[src/pcd_regs.vh]
// register map, field positions, reset values and timing constants of the clock block
`ifndef PCD_REGS_VH
`define PCD_REGS_VH
`define PCD_CTRL_ADDR 8'hd7
`define PCD_CTRL_RESET 8'h53
`define PCD_BIT_OSC_PD 7
`define PCD_BIT_LOCK 6
`define PCD_BIT_FAST 3
`define PCD_CD_MSB 2
`define PCD_CD_LSB 0
`define PCD_CD_RESET 3'h3
`define PCD_CD_FASTEST 3'h0
`define PCD_RSVD_MASK 8'h30
`define PCD_XTAL_HZ 32768
`define PCD_PLL_MULT 512
`define PCD_PLL_HZ (`PCD_XTAL_HZ * `PCD_PLL_MULT)
`define PCD_SYS_HZ 250000000
`define PCD_LOCK_TOL 2
`define PCD_DIV_CNT_W 7
`endif

[src/pcd_clk_div.v]
// binary clock-enable divider that switches ratio only at a period boundary
`timescale 1ns/10ps
`include "pcd_regs.vh"
module pcd_clk_div #(
    parameter CNT_W = 7
) (
    input wire sys_clk_i,
    input wire arst_n_i,
    input wire ce_i,
    input wire [2:0] div_i,
    output reg tick_o,
    output reg [2:0] div_act_o
);
    reg [CNT_W-1:0] cnt_r;
    wire [CNT_W-1:0] term;

    assign term = ({{(CNT_W-1){1'b0}}, 1'b1} << div_act_o) - {{(CNT_W-1){1'b0}}, 1'b1};

    always @(posedge sys_clk_i or negedge arst_n_i) begin
        if (!arst_n_i) begin
            cnt_r <= {CNT_W{1'b0}};
            div_act_o <= `PCD_CD_RESET;
            tick_o <= 1'b0;
        end else begin
            tick_o <= 1'b0;
            if (ce_i) begin
                if (cnt_r >= term) begin
                    // a new ratio is taken only here, so no period is ever cut short
                    cnt_r <= {CNT_W{1'b0}};
                    div_act_o <= div_i;
                    tick_o <= 1'b1;
                end else begin
                    cnt_r <= cnt_r + {{(CNT_W-1){1'b0}}, 1'b1};
                end
            end
        end
    end
endmodule

[src/pcd_clock_ctrl.v]
// PLL clock generation, core clock divider and clock control register
//
// What this block does
// - PLL clock is 512 times the 32.768 kHz crystal, nominally 16.78 MHz.
// - core runs at PLL clock or a binary submultiple chosen by divider field.
// - after reset the core clock is PLL clock divided by 8, 2.097152 MHz.
// - converter clocks come from PLL clock; modulator rate equals crystal rate in PLL variant, crystal/512 in direct variant.
// - direct-crystal variant: core clock is crystal divided by two to divider.
// - one special-function register holds PLL and divider configuration.
// - divider codes 000 to 011 give 16.78, 8.39, 4.19 and 2.10 MHz.
// - PLL variant only: with fast bit set, interrupts run at fastest clock, then divider clock resumes.
`timescale 1ns/10ps
`include "pcd_regs.vh"
module pcd_clock_ctrl #(
    parameter DIRECT_XTAL = 0,
    parameter [27:0] NCO_INC = 28'd16777216,
    parameter [27:0] NCO_MOD = 28'd250000000
) (
    input wire sys_clk_i,
    input wire arst_n_i,
    input wire [7:0] sfr_addr_i,
    input wire sfr_wr_i,
    input wire [7:0] sfr_wdata_i,
    input wire sfr_rd_i,
    input wire xtal_i,
    input wire irq_active_i,
    output reg [7:0] sfr_rdata_o,
    output reg sfr_hit_o,
    output reg pll_clk_en_o,
    output reg core_clk_en_o,
    output reg mod_clk_en_o,
    output reg osc_pd_o,
    output reg pll_lock_o
);
    localparam ST_SEL = 2'b01;
    localparam ST_FAST = 2'b10;
    localparam [9:0] PLL_MULT = `PCD_PLL_MULT;
    localparam [9:0] LOCK_TOL = `PCD_LOCK_TOL;
    localparam [7:0] CTRL_RST = `PCD_CTRL_RESET;
    localparam [7:0] RSVD_MASK = `PCD_RSVD_MASK;

    reg osc_pd_r;
    reg fast_r;
    reg [2:0] cd_r;
    reg [1:0] state_r;
    reg [1:0] state_nxt;
    reg [2:0] div_sel;
    reg [27:0] nco_r;
    reg nco_tick_r;
    reg xs1_r;
    reg xs2_r;
    reg xs3_r;
    reg xstable_r;
    reg xrise_r;
    reg [10:0] per_cnt_r;
    reg lock_r;
    reg [8:0] mod_cnt_r;
    wire [28:0] nco_sum;
    wire base_tick;
    wire wr_hit;
    wire div_tick;
    wire [7:0] ctrl_view;

    // exact rational NCO: 16777216 / 250000000 of the system clock
    assign nco_sum = {1'b0, nco_r} + {1'b0, NCO_INC};

    always @(posedge sys_clk_i or negedge arst_n_i) begin
        if (!arst_n_i) begin
            nco_r <= 28'h0000000;
            nco_tick_r <= 1'b0;
        end else if (nco_sum >= {1'b0, NCO_MOD}) begin
            nco_r <= nco_sum[27:0] - NCO_MOD;
            nco_tick_r <= 1'b1;
        end else begin
            nco_r <= nco_sum[27:0];
            nco_tick_r <= 1'b0;
        end
    end

    // crystal pin synchroniser; a level counts once stages two and three agree
    always @(posedge sys_clk_i or negedge arst_n_i) begin
        if (!arst_n_i) begin
            xs1_r <= 1'b0;
            xs2_r <= 1'b0;
            xs3_r <= 1'b0;
            xstable_r <= 1'b0;
            xrise_r <= 1'b0;
        end else begin
            xs1_r <= xtal_i;
            xs2_r <= xs1_r;
            xs3_r <= xs2_r;
            xrise_r <= 1'b0;
            if (xs2_r == xs3_r) begin
                xstable_r <= xs3_r;
                xrise_r <= xs3_r & ~xstable_r;
            end
        end
    end

    // direct variant counts crystal edges, PLL variant counts the multiplied clock
    assign base_tick = (DIRECT_XTAL != 0) ? xrise_r : nco_tick_r;

    // lock monitor: PLL ticks per crystal period must be 512 within tolerance
    always @(posedge sys_clk_i or negedge arst_n_i) begin
        if (!arst_n_i) begin
            per_cnt_r <= 11'h000;
            lock_r <= 1'b1;
        end else if (DIRECT_XTAL != 0) begin
            per_cnt_r <= 11'h000;
            lock_r <= 1'b0;
        end else if (xrise_r) begin
            per_cnt_r <= {10'h000, nco_tick_r};
            lock_r <= (per_cnt_r >= {1'b0, PLL_MULT - LOCK_TOL}) &&
                      (per_cnt_r <= {1'b0, PLL_MULT + LOCK_TOL});
        end else if (nco_tick_r) begin
            if (per_cnt_r == {PLL_MULT, 1'b0}) begin
                // crystal gone: loop rails, report unlocked and hold count
                lock_r <= 1'b0;
            end else begin
                per_cnt_r <= per_cnt_r + 11'h001;
            end
        end
    end

    // modulator strobe every 512 PLL ticks, phase-tied to the core divider source
    always @(posedge sys_clk_i or negedge arst_n_i) begin
        if (!arst_n_i) begin
            mod_cnt_r <= 9'h000;
            mod_clk_en_o <= 1'b0;
        end else begin
            mod_clk_en_o <= 1'b0;
            if (base_tick) begin
                mod_cnt_r <= mod_cnt_r + 9'h001;
                if (mod_cnt_r == 9'h1ff) begin
                    mod_clk_en_o <= 1'b1;
                end
            end
        end
    end

    // control register
    assign wr_hit = sfr_wr_i && (sfr_addr_i == `PCD_CTRL_ADDR);

    always @(posedge sys_clk_i or negedge arst_n_i) begin
        if (!arst_n_i) begin
            osc_pd_r <= CTRL_RST[`PCD_BIT_OSC_PD];
            fast_r <= CTRL_RST[`PCD_BIT_FAST];
            cd_r <= `PCD_CD_RESET;
        end else if (wr_hit) begin
            osc_pd_r <= sfr_wdata_i[`PCD_BIT_OSC_PD];
            fast_r <= sfr_wdata_i[`PCD_BIT_FAST];
            cd_r <= sfr_wdata_i[`PCD_CD_MSB:`PCD_CD_LSB];
        end
    end

    // reserved bits keep their reset pattern; the direct variant shows only the divider
    assign ctrl_view = (DIRECT_XTAL != 0) ? {5'h00, cd_r} :
                       ({osc_pd_r, lock_r, 6'h00} | (CTRL_RST & RSVD_MASK) | {4'h0, fast_r, cd_r});

    always @(posedge sys_clk_i or negedge arst_n_i) begin
        if (!arst_n_i) begin
            sfr_rdata_o <= 8'h00;
            sfr_hit_o <= 1'b0;
        end else begin
            sfr_hit_o <= sfr_rd_i && (sfr_addr_i == `PCD_CTRL_ADDR);
            sfr_rdata_o <= (sfr_rd_i && (sfr_addr_i == `PCD_CTRL_ADDR)) ? ctrl_view : 8'h00;
        end
    end

    // interrupt speed-up: fastest ratio while an interrupt is serviced
    always @* begin
        state_nxt = state_r;
        case (state_r)
            ST_SEL: begin
                if (fast_r && irq_active_i && (DIRECT_XTAL == 0)) begin
                    state_nxt = ST_FAST;
                end
            end
            ST_FAST: begin
                if (!irq_active_i) begin
                    state_nxt = ST_SEL;
                end
            end
            default: begin
                state_nxt = ST_SEL;
            end
        endcase
    end

    always @(posedge sys_clk_i or negedge arst_n_i) begin
        if (!arst_n_i) begin
            state_r <= ST_SEL;
        end else begin
            state_r <= state_nxt;
        end
    end

    always @* begin
        if (state_r == ST_FAST) begin
            div_sel = `PCD_CD_FASTEST;
        end else begin
            div_sel = cd_r;
        end
    end

    pcd_clk_div #(
        .CNT_W(`PCD_DIV_CNT_W)
    ) u_div (
        .sys_clk_i(sys_clk_i),
        .arst_n_i(arst_n_i),
        .ce_i(base_tick),
        .div_i(div_sel),
        .tick_o(div_tick),
        .div_act_o()
    );

    always @(posedge sys_clk_i or negedge arst_n_i) begin
        if (!arst_n_i) begin
            pll_clk_en_o <= 1'b0;
            core_clk_en_o <= 1'b0;
            osc_pd_o <= 1'b0;
            pll_lock_o <= 1'b0;
        end else begin
            pll_clk_en_o <= base_tick;
            core_clk_en_o <= div_tick;
            osc_pd_o <= osc_pd_r;
            pll_lock_o <= lock_r;
        end
    end
endmodule

[config.mk]
export PLATFORM = sky130hd
export DESIGN_NAME = pcd_clock_ctrl
export DESIGN_NICKNAME = d
export VERILOG_FILES = /design/src/pcd_clk_div.v /design/src/pcd_clock_ctrl.v
export VERILOG_INCLUDE_DIRS = /design/src
export SDC_FILE = /design/constraint.sdc
export NUM_CORES = 1
export LEC_CHECK = 0
export BUFFER_PORTS_ARGS = -buffer_cell sky130_fd_sc_hd__buf_2
export CAP_MARGIN = 20
export CORE_MARGIN = 5
export CORE_UTILIZATION = 54
export CTS_CLUSTER_SIZE = 24
export DETAILED_ROUTE_END_ITERATION = 12
export GPL_TIMING_DRIVEN = 0
export PLACE_DENSITY_LB_ADDON = 0.1
export REMOVE_ABC_BUFFERS = 1
export SYNTH_ARGS = -nofsm -noshare
export SYNTH_HDL_FRONTEND = slang
export SYNTH_HIERARCHICAL = 1
export SYNTH_SLANG_ARGS = --single-unit
[constraint.sdc]
create_clock -name sys_clk_i -period 2.1 [get_ports sys_clk_i]
set_input_delay 0.42 -clock sys_clk_i [delete_from_list [all_inputs] [get_ports sys_clk_i]]
set_output_delay 0.42 -clock sys_clk_i [all_outputs]
set_load 0.02 [all_outputs]
Word level (Yosys, flattened, before mapping)
Index checks and enable logic that the tools add are counted.
{ "op_classes": {"muxes": 19, "order_cmp": 4, "eq_ne": 9, "shift": 1, "add_sub_neg": 6, "n_bitwise": 3, "n_reduce_logical": 10} }
{ "ops": {"columns": ["cell", "count"], "rows": [
  ["$mux W11", 3],
  ["$add A28 B25 Y29 const B", 1],
  ["$ge A29 B28 Y1 const B", 1],
  ["$mux W28", 1],
  ["$sub A28 B28 Y28 const B", 1],
  ["$add A11 B1 Y11 const B", 1],
  ["$eq A11 B11 Y1 const B", 1],
  ["$ge A11 B9 Y1 const B", 1],
  ["$le A11 B10 Y1 const B", 1],
  ["$add A9 B1 Y9 const B", 1],
  ["$eq A9 B9 Y1 const B", 1],
  ["$mux W1", 9],
  ["$eq A8 B8 Y1 const B", 1],
  ["$mux W8", 1],
  ["$or A8 B4 Y8", 1],
  ["$reduce_and A2 Y1", 4],
  ["$add A7 B1 Y7 const B", 1],
  ["$ge A7 B7 Y1", 1],
  ["$mux W7", 1],
  ["$shl A1 B3 Y7 const A", 1],
  ["$sub A7 B1 Y7 const B", 1],
  ["$ne A2 B2 Y1 const B", 3],
  ["$logic_and A1 B1 Y1", 4],
  ["$mux W2", 2],
  ["other kinds (8)", 9]
]} }
{ "word_totals": {"ff_bits": 87, "out_inout_bits": 14, "elab_cells": 76} }

Depth between registers and ports, before layout
{ "depth": {"word_depth": 5, "depth_mapped": 9} }

Cells and area by module
The synthesis kept the hierarchy.
{ "modules_own_cells": {"columns": ["module", "n_inst", "cells_per_inst", "area_each_um2", "seq_area_each_um2"], "rows": [
  ["pcd_clock_ctrl", 1, 283, 3255.6, 1681.6],
  ["pcd_clk_div", 1, 74, 743.2, 277.8]
]} }

Worst setup path before layout
OpenSTA, ideal clock, no wires.
{ "synth_timing": {"path_type": "register to register", "from": "register u_div.div_act_o[2]", "to": "register u_div.tick_o", "path_buffers": 0, "required_time_ns": 1.981, "arrival_time_ns": 1.936, "path_slack_ns": 0.045, "stages_incl_launch_ff": 7, "setup_ns": 0.119, "cell_sequence": "dfrtp_1 > or3_1 > ha_1 > nand2b_4 > a2111oi_4 > o31ai_4 > and2_1"} }
{ "synth_between": {"elab_chain_len": 5} }
{ "synth_rtl": {"columns": ["item", "line_no", "text"], "rows": [
  ["from (decl)", "pcd_clk_div.v:12", "output reg [2:0] div_act_o"],
  ["from (signal assigned)", "pcd_clk_div.v:22", "div_act_o <= `PCD_CD_RESET;"],
  ["from (signal assigned)", "pcd_clk_div.v:30", "div_act_o <= div_i;"],
  ["$shl A1 B3 Y7", "pcd_clk_div.v:17", "assign term = ({{(CNT_W-1){1'b0}}, 1'b1} << div_act_o) - {{(CNT_W-1){1'b0}}, 1'b1};"],
  ["$sub A7 B1 Y7", "pcd_clk_div.v:17", null],
  ["$ge A7 B7 Y1", "pcd_clk_div.v:27", "if (cnt_r >= term) begin"],
  ["$mux W1", "pcd_clk_div.v:27", null],
  ["$mux W1", "pcd_clk_div.v:26", "if (ce_i) begin"],
  ["to (signal assigned)", "pcd_clk_div.v:23", "tick_o <= 1'b0;"],
  ["to (signal assigned)", "pcd_clk_div.v:25", "tick_o <= 1'b0;"],
  ["to (signal assigned)", "pcd_clk_div.v:31", "tick_o <= 1'b1;"],
  ["to (decl)", "pcd_clk_div.v:11", "output reg tick_o,"]
]} }
Every way passes these cells.
A chain may end at the register's enable or synchronous reset.

Final worst setup path
{ "layout_timing": {"from": "register u_div.div_act_o[1]", "to": "register u_div.tick_o"} }
The elaborated chain is that of the path after synthesis.

==> summary.md <==
| Metric | Value |
|---|---|
| Period Utilization, post-route | `0.974` |
| Area delta synth->final | `17.4%` |
| Clock sink total | `78` |
| Number of global-route vias before repair | `2664` |
| Unrepaired setup endpoints after global routing | `true` |
| Worst-Margin Slew | `0.560 ns` |
| CP Capture Type | `register` |
| Number of flops mapped to enable cells by yosys | `0` |
| WHS | `0.0271 ns` |
| Starting Density | `0.554` |
| Critical path arrival | `2.28 ns` |
| CP startpoint kind | `register` |
| Crit path cell chain | `or3_1 -> ha_1 -> nand2b_4 -> a2111oi_4 -> buf_4 -> o31ai_4 -> and2_1` |
| Avg Inst Size Synth | `11.2 sq um` |
| Async set-reset flop share out of synthesis | `1.00` |
| Pre-CTS WS | `-0.320 ns` |
| Worst-Skew Late Latency | `0.34 ns` |
| Clock Pin Slew Worst Setup and Hold Paths | `0.07 ns` |
| Row cnt | `31` |
| Final Skew | `0.00993 ns` |
| Hold Crit Class | `input pin to asynchronous set/reset pin` |
| Via count | `2752` |
| Clock period minus worst slack | `2.04 ns` |
| Final setup margin | `0.0554 ns` |
| Final Instance Area | `0.00469 sq mm` |
| Final Setup Violations | `0` |
| Final hold violations | `0` |
| Pin count of the biggest net entering global routing | `44` |
| Placed cell count | `480` |
| Final wirelength | `7260 um` |
| DRT Pass-1 Iters | `4` |
| Worst path slowest cell | `dfstp_2` |
| N_diodes | `0` |
| Fill count | `573` |
| PortBufs | `31` |
| Share of cells above drive strength 1 | `0.291` |
| Core footprint | `0.00721 sq mm` |
| Final Max Slew Viols | `0` |
| Mapped Area | `0.00400 sq mm` |
| Multi-input logic area | `0.00201 sq mm` |
| Yosys top cell area share | `0.451` |
| Synth area leaders | `dfrtp_1 45%, xor2_1 6.6%, ha_1 5.6%` |
| Slew headroom | `0.624` |
| Critical path class | `register to register` |
| Post-synth top flop | `dfrtp_1` |
| Number of synthesized register bits | `78` |
| CP required | `2.33 ns` |
| Antenna Nets Post-Route | `0` |
| WL/cell | `14.2 um` |
| Power Dens Cells | `636 mW/mm^2` |
| Critical Path Fanout Max | `8` |
| Max incr delay on CP | `0.39 ns` |
| CTS tree | `built` |
| Remaining global-route overflow | `0` |
| Iteration-0 DRC Markers | `80` |
| First-pass GRT wire length | `12700 um` |
| Sequential element share of the synthesized area | `0.490` |
| MaxCap Viol Count | `0` |
| Initial antenna violation count | `0` |
| Largest area contributor in the netlist | `dfrtp_1` |
| Tot Pwr | `2.99 mW` |
| Hold buffer count at CTS | `0` |
| FF/Latch Area | `0.00197 sq mm` |
| Die W | `96.1 um` |
| Num CTS Buffers | `9` |
| H-tree lvl count | `3` |
| Die height | `96.1 um` |
| Peak VDD IR | `0.298 mV` |
| Final Net Count | `447` |
| Total Neg Setup Slack | `0 ns` |
| Total track usage | `0.177` |
| Leak Pwr | `2.16 nW` |
| Syn Inst Count | `357` |
| Root Buffer | `clkbuf_8` |
| DRC | `0` |
| Status | `complete, no violations` |
| Placed Area | `0.00424 sq mm` |
| Max frequency | `489 MHz` |
| Ports | `36` |
| YS warnings | `6` |
| Area of the die | `0.00923 sq mm` |
| Vias/cell | `5.39` |
| Fin cells | `511` |
| Clk buf depth | `2` |
| Detailed placer's ending HPWL | `4930 um` |
| Synth cell types | `61` |
| Finished Core Util | `0.651` |
| GP Congestion | `0.786` |
-- registers in the layout, summed over array words and instances, names as in the netlist, 2 cells and up --
register and cells:
mod_cnt_r 9, cd_r 3, per_cnt_r 11, u_div/cnt_r 7
nco_r 21, state_r 2, u_div/div_act_o 3, sfr_rdata_o 7
-- kinds of logic after synthesis --
kind of cell,after synthesis,share of synthesized area
flip-flops,78,0.490
adder cells (fa/ha/maj),19,0.0588
other,1,0.000938
AO/OA/AOI/OAI,50,0.0986
multiplexers,9,0.0247
AND/OR/NAND/NOR,139,0.210
XOR/XNOR,41,0.0898
buffers and inverters,20,0.0275
-- power breakdown --
group	internal [mW]	total (mW)	switching, mW
clock	0.731	1.24	0.513
sequential	1.53	1.56	0.0318
combinational	0.0798	0.180	0.100
total	2.34	2.99	0.645
-- final timing paths --
| kind | from | to | slack, ns | depth (start not counted) |
|---|---|---|---|---|
| worst max-delay path | u_div/div_act_o[1]$_DFFE_PN1P_ | u_div/tick_o$_DFF_PN0_ | 0.06 | 7 |
| worst min-delay path | arst_n_i | sfr_rdata_o[1]$_DFF_PN0_ | 0.03 | 1 |
| worst max register to register | u_div/div_act_o[1]$_DFFE_PN1P_ | u_div/tick_o$_DFF_PN0_ | 0.06 | 7 |
| worst min register to register | xs1_r$_DFF_PN0_ | xs2_r$_DFF_PN0_ | 0.36 | 0 |
| max in group asynchronous | arst_n_i | lock_r$_DFFE_PN1P_ | 1.43 | 2 |
| min in group sys_clk_i | xtal_i | xs1_r$_DFF_PN0_ | 0.19 | 1 |
-- synth_stat cells (3+ instances only) --
master / instances
a21oi_1: 8
a31oi_1: 3
and2_1: 9
and3_1: 13
buf_6: 3
dfrtp_1: 72
dfstp_2: 6
ha_1: 18
inv_1: 12
mux2_2: 7
nand2_1: 26
nand2b_1: 5
nand3_1: 7
nand4_1: 15
nor2_1: 31
nor3_1: 3
nor3_2: 10
o21a_1: 3
o21ai_0: 10
o311ai_0: 3
xnor2_1: 11
xor2_1: 30
-- area by class of cell --
| type | count | area share |
|---|---|---|
| inverter | 12 | 0.00960 |
| sequential | 78 | 0.419 |
| timing repair buffer | 47 | 0.0680 |
| tap | 99 | 0.0264 |
| multi-input combinational | 259 | 0.429 |
| clock inverter | 4 | 0.0149 |
| clock buffer | 12 | 0.0331 |
-- layer usage --
| metal | up-vias | GRT usage | wire length (um) |
|---|---|---|---|
| met5 | - | 0 | 0 |
| met2 | 36 | 0.282 | 3560 |
| li1 | 1356 | - | - |
| met1 | 1353 | 0.236 | 3380 |
| met3 | 7 | 0.0493 | 235 |
| met4 | 0 | 0.0509 | 87 |
-- worst max-delay path, delay by kind of cell, from the launching register on --
family | cells | cell delay [ns]
compound gates | 2 | 0.37
fa+ha+maj | 1 | 0.27
buf+inv | 1 | 0.19
flops | 1 | 0.39
simple gates | 3 | 0.70
-- placed cells by master, fill, tap and decap left out, types with 3 or more instances in the layout --
| cell | n |
|---|---|
| o21a_1 | 3 |
| nand2b_1 | 4 |
| ha_1 | 16 |
| nand3_1 | 7 |
| a21oi_1 | 7 |
| nand2_1 | 26 |
| o21ai_0 | 9 |
| xnor2_1 | 11 |
| a31oi_1 | 3 |
| and3_1 | 13 |
| buf_4 | 13 |
| nor4_4 | 4 |
| dfrtp_1 | 67 |
| xor2_1 | 30 |
| nor2_1 | 30 |
| o21ai_1 | 3 |
| nor3_2 | 11 |
| o311ai_0 | 3 |
| buf_2 | 30 |
| inv_1 | 11 |
| dfstp_2 | 6 |
| clkbuf_8 | 11 |
| and2_1 | 9 |
| mux2_2 | 7 |
| dfrtp_2 | 5 |
| a21oi_2 | 3 |
| buf_12 | 3 |
| nand4_1 | 15 |
-- repair_timing --
| action | 4_1_cts | 5_1_grt |
|---|---|---|
| setup buffers | 9 | 6 |
| hold endpoints to repair | 0 | 0 |
| resized for setup | 4 | 18 |
| endpoints found under the setup margin | 38 | 35 |
| pin swaps | 4 | 2 |
Power figures use the tool's default switching activity.
